**src/rtl/pqs_params.svh**
```systemverilog
// constants: register addresses, field positions, reset values, frame counts
`ifndef PQS_PARAMS_SVH
`define PQS_PARAMS_SVH

// ----------------------------------------------------------------
// management register addresses
// ----------------------------------------------------------------
`define PQS_ADDR_QSTAT   5'h11
`define PQS_ADDR_TOPS    5'h12

// ----------------------------------------------------------------
// quick status field positions
// ----------------------------------------------------------------
`define PQS_Q_LOCK       9
`define PQS_Q_EARLY      5
`define PQS_Q_ANCPL      4
`define PQS_Q_SIGDET     3
`define PQS_Q_JABBER     2
`define PQS_Q_RFAULT     1
`define PQS_Q_LINK       0

// ----------------------------------------------------------------
// operations register fields and reset value
// ----------------------------------------------------------------
`define PQS_T_RSV15      15
`define PQS_T_POLREV     14
`define PQS_T_CTRL_HI    5
`define PQS_TOPS_CTRL_RST 6'h10

// ----------------------------------------------------------------
// serial frame fields
// ----------------------------------------------------------------
`define PQS_PRE_MIN      6'h20
`define PQS_OP_READ      2'h2
`define PQS_OP_WRITE     2'h1
`define PQS_OP_LAST      5'h01
`define PQS_ADDR_LAST    5'h09
`define PQS_DATA_LAST    5'h0F

`endif

```
**src/rtl/pqs_pkg.sv**
```systemverilog
// types shared by the status and operations register block
package pqs_pkg;

  // serial management frame phases
  typedef enum logic [2:0] {
    PQS_PRE   = 3'h0,
    PQS_START = 3'h1,
    PQS_OP    = 3'h2,
    PQS_ADDR  = 3'h3,
    PQS_TA    = 3'h4,
    PQS_DATA  = 3'h5
  } pqs_state_type;

  // one-cycle receive error events from the 100 Mb/s receiver
  typedef struct packed {
    logic lock_err;
    logic false_carrier;
    logic bad_symbol;
    logic halt_symbol;
    logic early_end;
  } pqs_rx_evt_type;

  // operations register control bits, laid out as bits 5..0
  typedef struct packed {
    logic jabber_check_off;
    logic rsv_bit4;
    logic auto_pol_off;
    logic sqe_test_off;
    logic link_force_pass;
    logic squelch_idle_req;
  } pqs_ctrl_type;

endpackage : pqs_pkg

```
**src/rtl/pqs_regs.sv**
```systemverilog
// quick status and 10Base-T operations registers behind serial management
`include "pqs_params.svh"

module pqs_regs (
  input  wire logic                    clk_sys,
  input  wire logic                    rst,
  input  wire logic                    mdc_pin,
  input  wire logic                    mdio_in,
  output logic                         mdio_out,
  output logic                         mdio_oe_n,
  input  wire logic [4:0]              phy_addr,
  input  wire logic                    speed_100,
  input  wire pqs_pkg::pqs_rx_evt_type rx_evt,
  input  wire logic                    an_enable,
  input  wire logic                    an_done,
  input  wire logic                    signal_detect,
  input  wire logic                    jabber_evt,
  input  wire logic                    remote_fault_evt,
  input  wire logic                    link_up,
  input  wire logic                    polarity_rev,
  output pqs_pkg::pqs_ctrl_type        ctrl,
  output logic                         rx_err_out
);
  import pqs_pkg::*;

  // ----------------------------------------------------------------
  // decode helpers
  // ----------------------------------------------------------------
  // phy and register address both match
  function automatic logic is_hit(input logic [9:0] a,
                                  input logic [4:0] phy,
                                  input logic [4:0] regad);
    is_hit = (a[9:5] == phy) && (a[4:0] == regad);
  endfunction : is_hit

  // ----------------------------------------------------------------
  // pin synchronisation
  // ----------------------------------------------------------------
  logic [1:0] pins_q;
  logic       mdc_q;
  logic       mdio_q;
  logic       mdc_d_reg;

  pqs_sync #(
    .W (2)
  ) u_sync (
    .clk_sys (clk_sys),
    .rst     (rst),
    .pin_in  ({mdc_pin, mdio_in}),
    .pin_q   (pins_q)
  );

  assign mdc_q  = pins_q[1];
  assign mdio_q = pins_q[0];

  // previous filtered clock level for the rising-edge detect
  always_ff @(posedge clk_sys or posedge rst) begin
    if (rst) begin
      mdc_d_reg <= 1'b0;
    end else begin
      mdc_d_reg <= mdc_q;
    end
  end

  // ----------------------------------------------------------------
  // frame state
  // ----------------------------------------------------------------
  pqs_state_type st_reg;
  pqs_state_type st_next;
  logic [5:0]    pre_reg;
  logic [5:0]    pre_next;
  logic [4:0]    cnt_reg;
  logic [4:0]    cnt_next;
  logic [1:0]    op_reg;
  logic [1:0]    op_next;
  logic [9:0]    addr_reg;
  logic [9:0]    addr_next;
  logic [15:0]   sh_reg;
  logic [15:0]   sh_next;
  logic          rd_reg;
  logic          rd_next;
  logic          out_reg;
  logic          out_next;
  logic          oe_n_reg;
  logic          oe_n_next;

  // ----------------------------------------------------------------
  // status and control storage
  // ----------------------------------------------------------------
  logic [4:0]    lh17_reg;
  logic [4:0]    lh17_next;
  logic          jab_reg;
  logic          rf_reg;
  logic          link_ll_reg;
  logic          pol_reg;
  pqs_ctrl_type  ctrl_reg;
  logic          rx_err_reg;

  // ----------------------------------------------------------------
  // decode and read data
  // ----------------------------------------------------------------
  logic          mdc_rise;
  logic [9:0]    addr_full;
  logic          addr_done;
  logic          rd_take;
  logic          clr17;
  logic          clr18;
  logic          wr_take;
  logic [15:0]   wdata;
  logic [4:0]    set17;
  logic          an_cpl;
  logic [15:0]   q17_word;
  logic [15:0]   t18_word;
  logic [15:0]   rd_word;

  assign mdc_rise  = mdc_q & ~mdc_d_reg;
  assign addr_full = {addr_reg[8:0], mdio_q};
  assign addr_done = mdc_rise && (st_reg == PQS_ADDR)
                     && (cnt_reg == `PQS_ADDR_LAST);
  assign rd_take   = addr_done && (op_reg == `PQS_OP_READ)
                     && (addr_full[9:5] == phy_addr);
  // a read of a latching register clears it at the moment it is sampled
  assign clr17     = rd_take && is_hit(addr_full, phy_addr, `PQS_ADDR_QSTAT);
  assign clr18     = rd_take && is_hit(addr_full, phy_addr, `PQS_ADDR_TOPS);
  assign wdata     = {sh_reg[14:0], mdio_q};
  assign wr_take   = mdc_rise && (st_reg == PQS_DATA) && !rd_reg
                     && (cnt_reg == `PQS_DATA_LAST)
                     && (op_reg == `PQS_OP_WRITE)
                     && is_hit(addr_reg, phy_addr, `PQS_ADDR_TOPS);

  // receive events only count at 100 Mb/s; at 10 they read zero
  assign set17 = {5{speed_100}} & {rx_evt.lock_err,
                                   rx_evt.false_carrier,
                                   rx_evt.bad_symbol,
                                   rx_evt.halt_symbol,
                                   rx_evt.early_end};

  // completion is masked while negotiation is disabled
  assign an_cpl = an_enable & an_done;

  // upper status fields are not held here and read zero
  assign q17_word = {6'h00, lh17_reg, an_cpl,
                     signal_detect,
                     jab_reg, rf_reg, link_ll_reg};
  // reserved 15 and 13..6 read zero
  assign t18_word = {1'b0, pol_reg, 8'h00, ctrl_reg};

  // unmapped addresses answer with zeros
  assign rd_word = (addr_full[4:0] == `PQS_ADDR_QSTAT) ? q17_word :
                   (addr_full[4:0] == `PQS_ADDR_TOPS)  ? t18_word :
                   16'h0000;

  // ----------------------------------------------------------------
  // frame sequencer: preamble, start, op, addresses, turnaround, data
  // ----------------------------------------------------------------
  always_comb begin
    st_next   = st_reg;
    pre_next  = pre_reg;
    cnt_next  = cnt_reg;
    op_next   = op_reg;
    addr_next = addr_reg;
    sh_next   = sh_reg;
    rd_next   = rd_reg;
    out_next  = out_reg;
    oe_n_next = oe_n_reg;
    if (mdc_rise) begin
      case (st_reg)
        PQS_PRE: begin
          if (mdio_q) begin
            if (pre_reg != `PQS_PRE_MIN) begin
              pre_next = pre_reg + 6'h01;
            end
          end else if (pre_reg == `PQS_PRE_MIN) begin
            st_next  = PQS_START;
            pre_next = 6'h00;
          end else begin
            pre_next = 6'h00;
          end
        end
        PQS_START: begin
          cnt_next = 5'h00;
          st_next  = mdio_q ? PQS_OP : PQS_PRE;
        end
        PQS_OP: begin
          op_next = {op_reg[0], mdio_q};
          if (cnt_reg == `PQS_OP_LAST) begin
            st_next  = PQS_ADDR;
            cnt_next = 5'h00;
          end else begin
            cnt_next = cnt_reg + 5'h01;
          end
        end
        PQS_ADDR: begin
          addr_next = addr_full;
          if (cnt_reg == `PQS_ADDR_LAST) begin
            st_next  = PQS_TA;
            cnt_next = 5'h00;
            rd_next  = rd_take;
            sh_next  = rd_word;
          end else begin
            cnt_next = cnt_reg + 5'h01;
          end
        end
        PQS_TA: begin
          if (cnt_reg == 5'h00) begin
            // second turnaround bit is driven low on a read
            cnt_next = 5'h01;
            if (rd_reg) begin
              oe_n_next = 1'b0;
              out_next  = 1'b0;
            end
          end else begin
            st_next  = PQS_DATA;
            cnt_next = 5'h00;
            if (rd_reg) begin
              out_next = sh_reg[15];
              sh_next  = {sh_reg[14:0], 1'b0};
            end
          end
        end
        PQS_DATA: begin
          if (rd_reg) begin
            out_next = sh_reg[15];
            sh_next  = {sh_reg[14:0], 1'b0};
          end else begin
            sh_next = wdata;
          end
          if (cnt_reg == `PQS_DATA_LAST) begin
            // every frame needs a fresh preamble; no suppression
            st_next   = PQS_PRE;
            pre_next  = 6'h00;
            rd_next   = 1'b0;
            oe_n_next = 1'b1;
            out_next  = 1'b0;
          end else begin
            cnt_next = cnt_reg + 5'h01;
          end
        end
        default: begin
          st_next   = PQS_PRE;
          pre_next  = 6'h00;
          rd_next   = 1'b0;
          oe_n_next = 1'b1;
        end
      endcase
    end
  end

  // sequencer registers
  always_ff @(posedge clk_sys or posedge rst) begin
    if (rst) begin
      st_reg   <= PQS_PRE;
      pre_reg  <= 6'h00;
      cnt_reg  <= 5'h00;
      op_reg   <= 2'h0;
      addr_reg <= 10'h000;
      sh_reg   <= 16'h0000;
      rd_reg   <= 1'b0;
      out_reg  <= 1'b0;
      oe_n_reg <= 1'b1;
    end else begin
      st_reg   <= st_next;
      pre_reg  <= pre_next;
      cnt_reg  <= cnt_next;
      op_reg   <= op_next;
      addr_reg <= addr_next;
      sh_reg   <= sh_next;
      rd_reg   <= rd_next;
      out_reg  <= out_next;
      oe_n_reg <= oe_n_next;
    end
  end

  assign mdio_out  = out_reg;
  assign mdio_oe_n = oe_n_reg;

  // ----------------------------------------------------------------
  // latching status bits
  // ----------------------------------------------------------------
  // set beats clear so an event in the read cycle is never lost
  assign lh17_next = (lh17_reg & ~{5{clr17}}) | set17;

  always_ff @(posedge clk_sys or posedge rst) begin
    if (rst) begin
      lh17_reg    <= 5'h00;
      jab_reg     <= 1'b0;
      rf_reg      <= 1'b0;
      link_ll_reg <= 1'b0;
      pol_reg     <= 1'b0;
    end else begin
      lh17_reg    <= lh17_next;
      jab_reg     <= (jab_reg & ~clr17) | jabber_evt;
      rf_reg      <= (rf_reg & ~clr17) | remote_fault_evt;
      // a read reloads the live level; any drop holds zero
      link_ll_reg <= clr17 ? link_up : (link_ll_reg & link_up);
      pol_reg     <= (pol_reg & ~clr18) | polarity_rev;
    end
  end

  // ----------------------------------------------------------------
  // operations controls and error report to the MAC
  // ----------------------------------------------------------------
  // only bits 5..0 are stored; the station keeps bit 4 at one
  always_ff @(posedge clk_sys or posedge rst) begin
    if (rst) begin
      ctrl_reg   <= `PQS_TOPS_CTRL_RST;
      rx_err_reg <= 1'b0;
    end else begin
      if (wr_take) begin
        ctrl_reg <= wdata[`PQS_T_CTRL_HI:0];
      end
      rx_err_reg <= speed_100 & (rx_evt.bad_symbol | rx_evt.halt_symbol
                                 | rx_evt.early_end);
    end
  end

  assign ctrl       = ctrl_reg;
  assign rx_err_out = rx_err_reg;
endmodule : pqs_regs

```
**src/rtl/pqs_sync.sv**
```systemverilog
// three-stage pin synchroniser with agreement filter
module pqs_sync #(
  parameter int W = 2
) (
  input  wire logic         clk_sys,
  input  wire logic         rst,
  input  wire logic [W-1:0] pin_in,
  output logic      [W-1:0] pin_q
);

  // ----------------------------------------------------------------
  // per-bit stages
  // ----------------------------------------------------------------
  genvar gi;
  generate
    for (gi = 0; gi < W; gi++) begin : g_bit
      logic s1_reg;
      logic s2_reg;
      logic s3_reg;
      logic q_reg;
      // first stage feeds only the second; a change counts once 2 and 3 agree
      always_ff @(posedge clk_sys or posedge rst) begin
        if (rst) begin
          s1_reg <= 1'b0;
          s2_reg <= 1'b0;
          s3_reg <= 1'b0;
          q_reg  <= 1'b0;
        end else begin
          s1_reg <= pin_in[gi];
          s2_reg <= s1_reg;
          s3_reg <= s2_reg;
          if (s2_reg == s3_reg) begin
            q_reg <= s3_reg;
          end
        end
      end
      assign pin_q[gi] = q_reg;
    end
  endgenerate

endmodule : pqs_sync

```
**config.mk**
```make
export PLATFORM = sky130hd
export DESIGN_NAME = pqs_regs
export DESIGN_NICKNAME = d
export VERILOG_FILES = /design/src/rtl/pqs_pkg.sv /design/src/rtl/pqs_regs.sv /design/src/rtl/pqs_sync.sv
export VERILOG_INCLUDE_DIRS = /design/src /design/src/rtl
export SDC_FILE = /design/constraint.sdc
export NUM_CORES = 1
export LEC_CHECK = 0
export BUFFER_PORTS_ARGS = -buffer_cell sky130_fd_sc_hd__buf_2
export CORE_MARGIN = 5
export CORE_UTILIZATION = 45
export CTS_BUF_LIST = sky130_fd_sc_hd__clkbuf_16
export CTS_CLUSTER_DIAMETER = 40
export DETAILED_ROUTE_END_ITERATION = 12
export GPL_ROUTABILITY_DRIVEN = 0
export SLEW_MARGIN = 30
export SYNTH_ARGS = -nofsm -noshare
export SYNTH_HDL_FRONTEND = slang
export SYNTH_SLANG_ARGS = --single-unit
```
**constraint.sdc**
```tcl
create_clock -name clk_sys -period 4.68 [get_ports clk_sys]
set_input_delay 0.234 -clock clk_sys [delete_from_list [all_inputs] [get_ports clk_sys]]
set_output_delay 0.234 -clock clk_sys [all_outputs]
set_load 0.005 [all_outputs]
```
==> reports/qor.csv, run 1 <==
metric,value,unit
drive_above_1_share,0.248,
finalMaxSlewViolations,0,
start_kind,flop,
synth-async-reset-ratio,1.00,
fin_ws,2.19,ns
rows,32,
crit_required,4.89,ns
wl,7370,um
ant_nets,0,
rsz0062_at_grt,no,
drt_pass1_iterations,4,
overflow,0,
p_leak,1.78,nW
synth-seq-cells,70,
peakVddDrop,0.185,mV
seq_area_frac_synth,0.489,
io_buffers,30,
crit_slowest_cell,dfrtp_1,
synth_edf_count,0,
grt_max_degree,71,
diodes,0,
vias,2520,
path_class,reg -> reg,
critPathBufInv,2,
cp_top_family,flip-flops,
r2r_start,st_reg[2],
setup_viol,0,
timing_worst_slew_pin_value,0.666,ns
cp.arrival,2.70,ns
chipWidth,99.3,um
period_share,0.531,
hold_class,in -> reg,
grt_pass1_vias,2609,
layout_commonest_cell,dfrtp_1,
r2r_end,sh_reg[6],
area_delta_synth_final,14.3,%
dieArea,9850,um^2
dr.first_iter.drc_count,162,
power.total,0.00137,W
power.density,334,nW/um^2
netlist-cell-type-count,64,
fp.coreArea,7730,um^2
cts_buffer_depth,2,
cts_tree,yes,
cts_resized,0,
fin_setup_tns,0,ns
syn_inst,318,
post_cts_buffers,0,
cap_violations,0,
clock_skew,0.00838,ns
drc_errors,0,
clock_latency,0.33,ns
ys.flop_type,dfrtp_1,
timing.fmax,0.402,GHz
path_cells,"nor2b_2, buf_4, o21ai_4, a211oi_4, buf_8, mux2_2",
synth_area_leaders,"dfrtp_1 47%, mux2_2 7.5%, nand2_1 2.8%",
reg2regPathDepth,6,
cts-hold-fix-buffers,0,
nNetsFinal,374,
r2r_slack,2.19,ns
syn_avg_cell_area,11.3,um^2
numCtsBuffers,9,
antenna_found_initial,0,
wire_per_inst,16.3,um
whs_endpoint,u_sync.g_bit[0].s1_reg,
pin_count,31,
num-fill-cells,674,
cts_root_buffer,clkbuf_16,
ctsHtreeMaxLevel,3,
final_cell_mix,"68 x dfrtp_1, 30 x buf_2, 27 x nand2_1",
fp.dieH,99.3,um
status,finished clean,
synth_top_area_frac,0.475,
post-dp-hpwl,4950,um
dp_worst_setup_slack,1.92,ns
clkTransAtPathRegs,0.06,ns
initial_core_util,0.464,
grt_usage,0.161,
syn-cell-area,3590,um^2
grt_pass1_wl,12800,um
synthesis.nets,346,
cp-end-kind,flop,
relSlewSlack,0.555,
largest_reg_flops,16,
via_per_inst,5.56,
fin_crit,2.49,ns
holdPathStages,1,
cpPeakStageDelay,0.69,ns
ys_warn_count,0,
worstPathMaxFanout,28,
synth_top_area_cell,dfrtp_1,
hold_start,mdio_in,
hold_viol_final,0,
cts_sinks,70,
-- cell families after synthesis --
logic type,Yosys count,share of synthesized area
muxes,36,0.112
buffers and inverters,35,0.0464
adders and majority gates,8,0.0265
and+or+nand+nor,100,0.174
DFF,70,0.489
AOI/OAI and AO/OA,59,0.127
xor gates and xnor gates,10,0.0244
-- synthesized netlist by cell type (3+ instances only) --
cell and n:
buf_2 6, nor4_1 6, inv_1 19, mux2_2 24, clkbuf_1 6, nor3_1 3
nand2_1 27, xor2_1 5, o31ai_1 9, a21o_1 3, a221o_1 4, nand2b_1 6
nor4b_1 10, a22o_1 7, o21ai_0 9, mux2i_1 10, xnor2_1 5, nor2_1 9
dfrtp_1 68, nor2b_1 3, a21oi_1 4, ha_1 6, nand3_1 10
-- layout make-up --
cell class,instances,area (um^2),share of cell area
clock inverter,7,67.6,0.0165
tap,102,128,0.0311
sequential,70,1750,0.428
multi-input combinational,213,1670,0.407
clock buffer,9,225,0.0549
timing repair buffer,33,184,0.0449
inverter,19,71.3,0.0174
-- how the worst max path moves through the flow --
stage / start / depth (start not counted) / to
6_report: st_reg[2] / 6 / sh_reg[6]
2_1_floorplan: rst / 1 / addr_reg[0]
5_1_grt: st_reg[0] / 4 / link_ll_reg
4_1_cts: st_reg[0] / 4 / lh17_reg[4]
3_5_place_dp: st_reg[0] / 4 / lh17_reg[3]
3_3_place_gp: st_reg[0] / 4 / lh17_reg[3]
-- per-layer routing --
metal  track usage  part of all wire  vias to the layer above
met3        0.0428             0.033                        8
met1         0.216              0.49                     1250
li1              -                 -                     1224
met2         0.255              0.47                       38
met4        0.0546             0.015                        0
met5             0                 0                        -
-- metrics by stage --
| stage | hold WS (ns) | util | area [um^2] | instances |
|---|---|---|---|---|
| 2_1_floorplan | 0.265 | - | 3590 | 318 |
| 3_3_place_gp | 0.335 | 0.490 | 3790 | 436 |
| 3_5_place_dp | 0.342 | 0.490 | 3790 | 436 |
| 4_1_cts | 0.00142 | 0.528 | 4080 | 452 |
| 5_1_grt | 0.00917 | 0.531 | 4100 | 453 |
| 6_report | 0.0115 | 0.531 | 4100 | 453 |
-- report_power, final --
part	internal, W	leakage, nW	total [W]	switching, W
logic	0.0000283	0.733	0.0000746	0.0000464
clock network	0.000409	0.144	0.000663	0.000254
registers	0.000619	0.899	0.000634	0.0000144
total	0.00106	1.78	0.00137	0.000315
No activity file was read; power rests on OpenSTA's default activity.
==> run 2: changes to the inputs <==
clock period = 2.6 ns   (was 4.68 ns; I/O delays follow)
==> run 2 against run 1 <==
The run now ends with negative hold slack left. First-iteration DRC count up 12%. Wire length up 0.23%. Combinational power increased by 97%. Largest cell class unchanged. Clock skew decreased by 0.0018 ns.
==> reports/qor.csv, run 2 (synthesis gave the netlist of run 1 again) <==
metric,value,unit
status,"complete, but fails checks",
violations,negative hold slack,
ctsHtreeMaxLevel,3,
wl,7380,um
dr.first_iter.drc_count,182,
dieArea,9850,um^2
grt_pass1_wl,12800,um
reg2regPathDepth,7,
dpl_cell_area,3870,um^2
initial_core_util,0.464,
cp-end-kind,flop,
vias,2556,
worstPathMaxFanout,5,
cts_root_buffer,clkbuf_16,
clkTransAtPathRegs,0.06,ns
power.density,569,nW/um^2
relSlewSlack,0.583,
fin_crit,2.33,ns
cap_violations,0,
fp.coreArea,7730,um^2
drt_pass1_iterations,4,
grt_max_degree,71,
cp.arrival,2.54,ns
post-dp-hpwl,5080,um
post_cts_buffers,0,
drc_errors,0,
layout_commonest_cell,dfrtp_1,
cts_resized,0,
ant_nets,0,
setup_viol,0,
peakVddDrop,0.403,mV
finalInstanceArea,4180,um^2
diodes,0,
hold_viol_final,62,
timing_worst_slew_pin_value,0.625,ns
hold_class,in -> async,
p_leak,1.83,nW
overflow,0,
nNetsFinal,388,
rows,32,
largest_reg_flops,16,
clock_latency,0.32,ns
path_class,reg -> reg,
crit_required,2.81,ns
wire_per_inst,15.8,um
grt_usage,0.160,
final_cell_mix,"68 x dfrtp_1, 30 x buf_2, 27 x nand2_1",
cts_sinks,70,
area_delta_synth_final,16.5,%
start_kind,flop,
numCtsBuffers,9,
clock_skew,0.00659,ns
drive_above_1_share,0.266,
cts_tree,yes,
finalNonFillerCells,466,
whs,-0.0396,ns
rsz0062_at_grt,no,
via_per_inst,5.48,
grt_pass1_vias,2588,
fin_setup_tns,0,ns
finalMaxSlewViolations,0,
cts_buffer_depth,2,
antenna_found_initial,0,
power.total,0.00238,W
pin_count,31,
io_buffers,30,
period_share,0.898,
chipWidth,99.3,um
fp.dieH,99.3,um
placedCellCount,447,
timing.fmax,0.428,GHz
-- run 2: changes by cell type in the layout (fill, tap and decap cells not counted), sizes merged --
cell / change
dlygate4sd3: +4
inv: -1
clkinv: +1
buf: +10
bufinv: -1
-- run 2: final cells by class --
class                   instances  area [um^2]
clock buffers                   9          225
clock inverters                 6         40.0
fillers                       673         3550
inverters                      19         71.3
multi-input cells             213         1670
flip-flops and latches         70         1750
well taps                     102          128
repair buffers                 47          292
-- run 2: final timing paths --
check	start	endpoint	slack (ns)
hold / removal	rst	sh_reg[10]	-0.04
setup / recovery	cnt_reg[0]	cnt_reg[2]	0.27
setup reg to reg	cnt_reg[0]	cnt_reg[2]	0.27
hold reg to reg	u_sync.g_bit[1].s1_reg	u_sync.g_bit[1].s2_reg	0.35
min in group clk_sys	rx_evt[0]	rx_err_out	0.03
max in group asynchronous	rst	u_sync.g_bit[1].q_reg	2.20
-- run 2: through the flow --
step                worst slack (ns)   util
global placement               0.436  0.501
finish                         0.266  0.541
global route                   0.116  0.541
CTS                            0.310  0.540
floorplan                      0.604      -
detailed placement             0.308  0.501
-- run 2: layer usage --
metal | share of wire | vias up | GRT usage
li1 | - | 1248 | -
met1 | 0.47 | 1253 | 0.220
met2 | 0.48 | 53 | 0.247
met3 | 0.047 | 2 | 0.0533
met4 | 0.0046 | 0 | 0.0378
met5 | 0 | - | 0
-- run 2: report_power, final --
group | switching (W) | internal (W)
clock network | 0.000453 | 0.000637
logic | 0.0000866 | 0.0000607
registers | 0.0000249 | 0.00111
-- run 2: timing repair --
action	CTS	global route
hold endpoints to repair	4	0
hold buffers	4	0
endpoints found under the setup margin	0	0
-- run 2: critical path: stages (launching register included) --
cell,delay [ns]
dfrtp_1,0.41
ha_1,0.24
and3_2,0.22
ha_1,0.26
a21o_1,0.22
a211oi_1,0.50
o311ai_0,0.24
o311ai_0,0.13
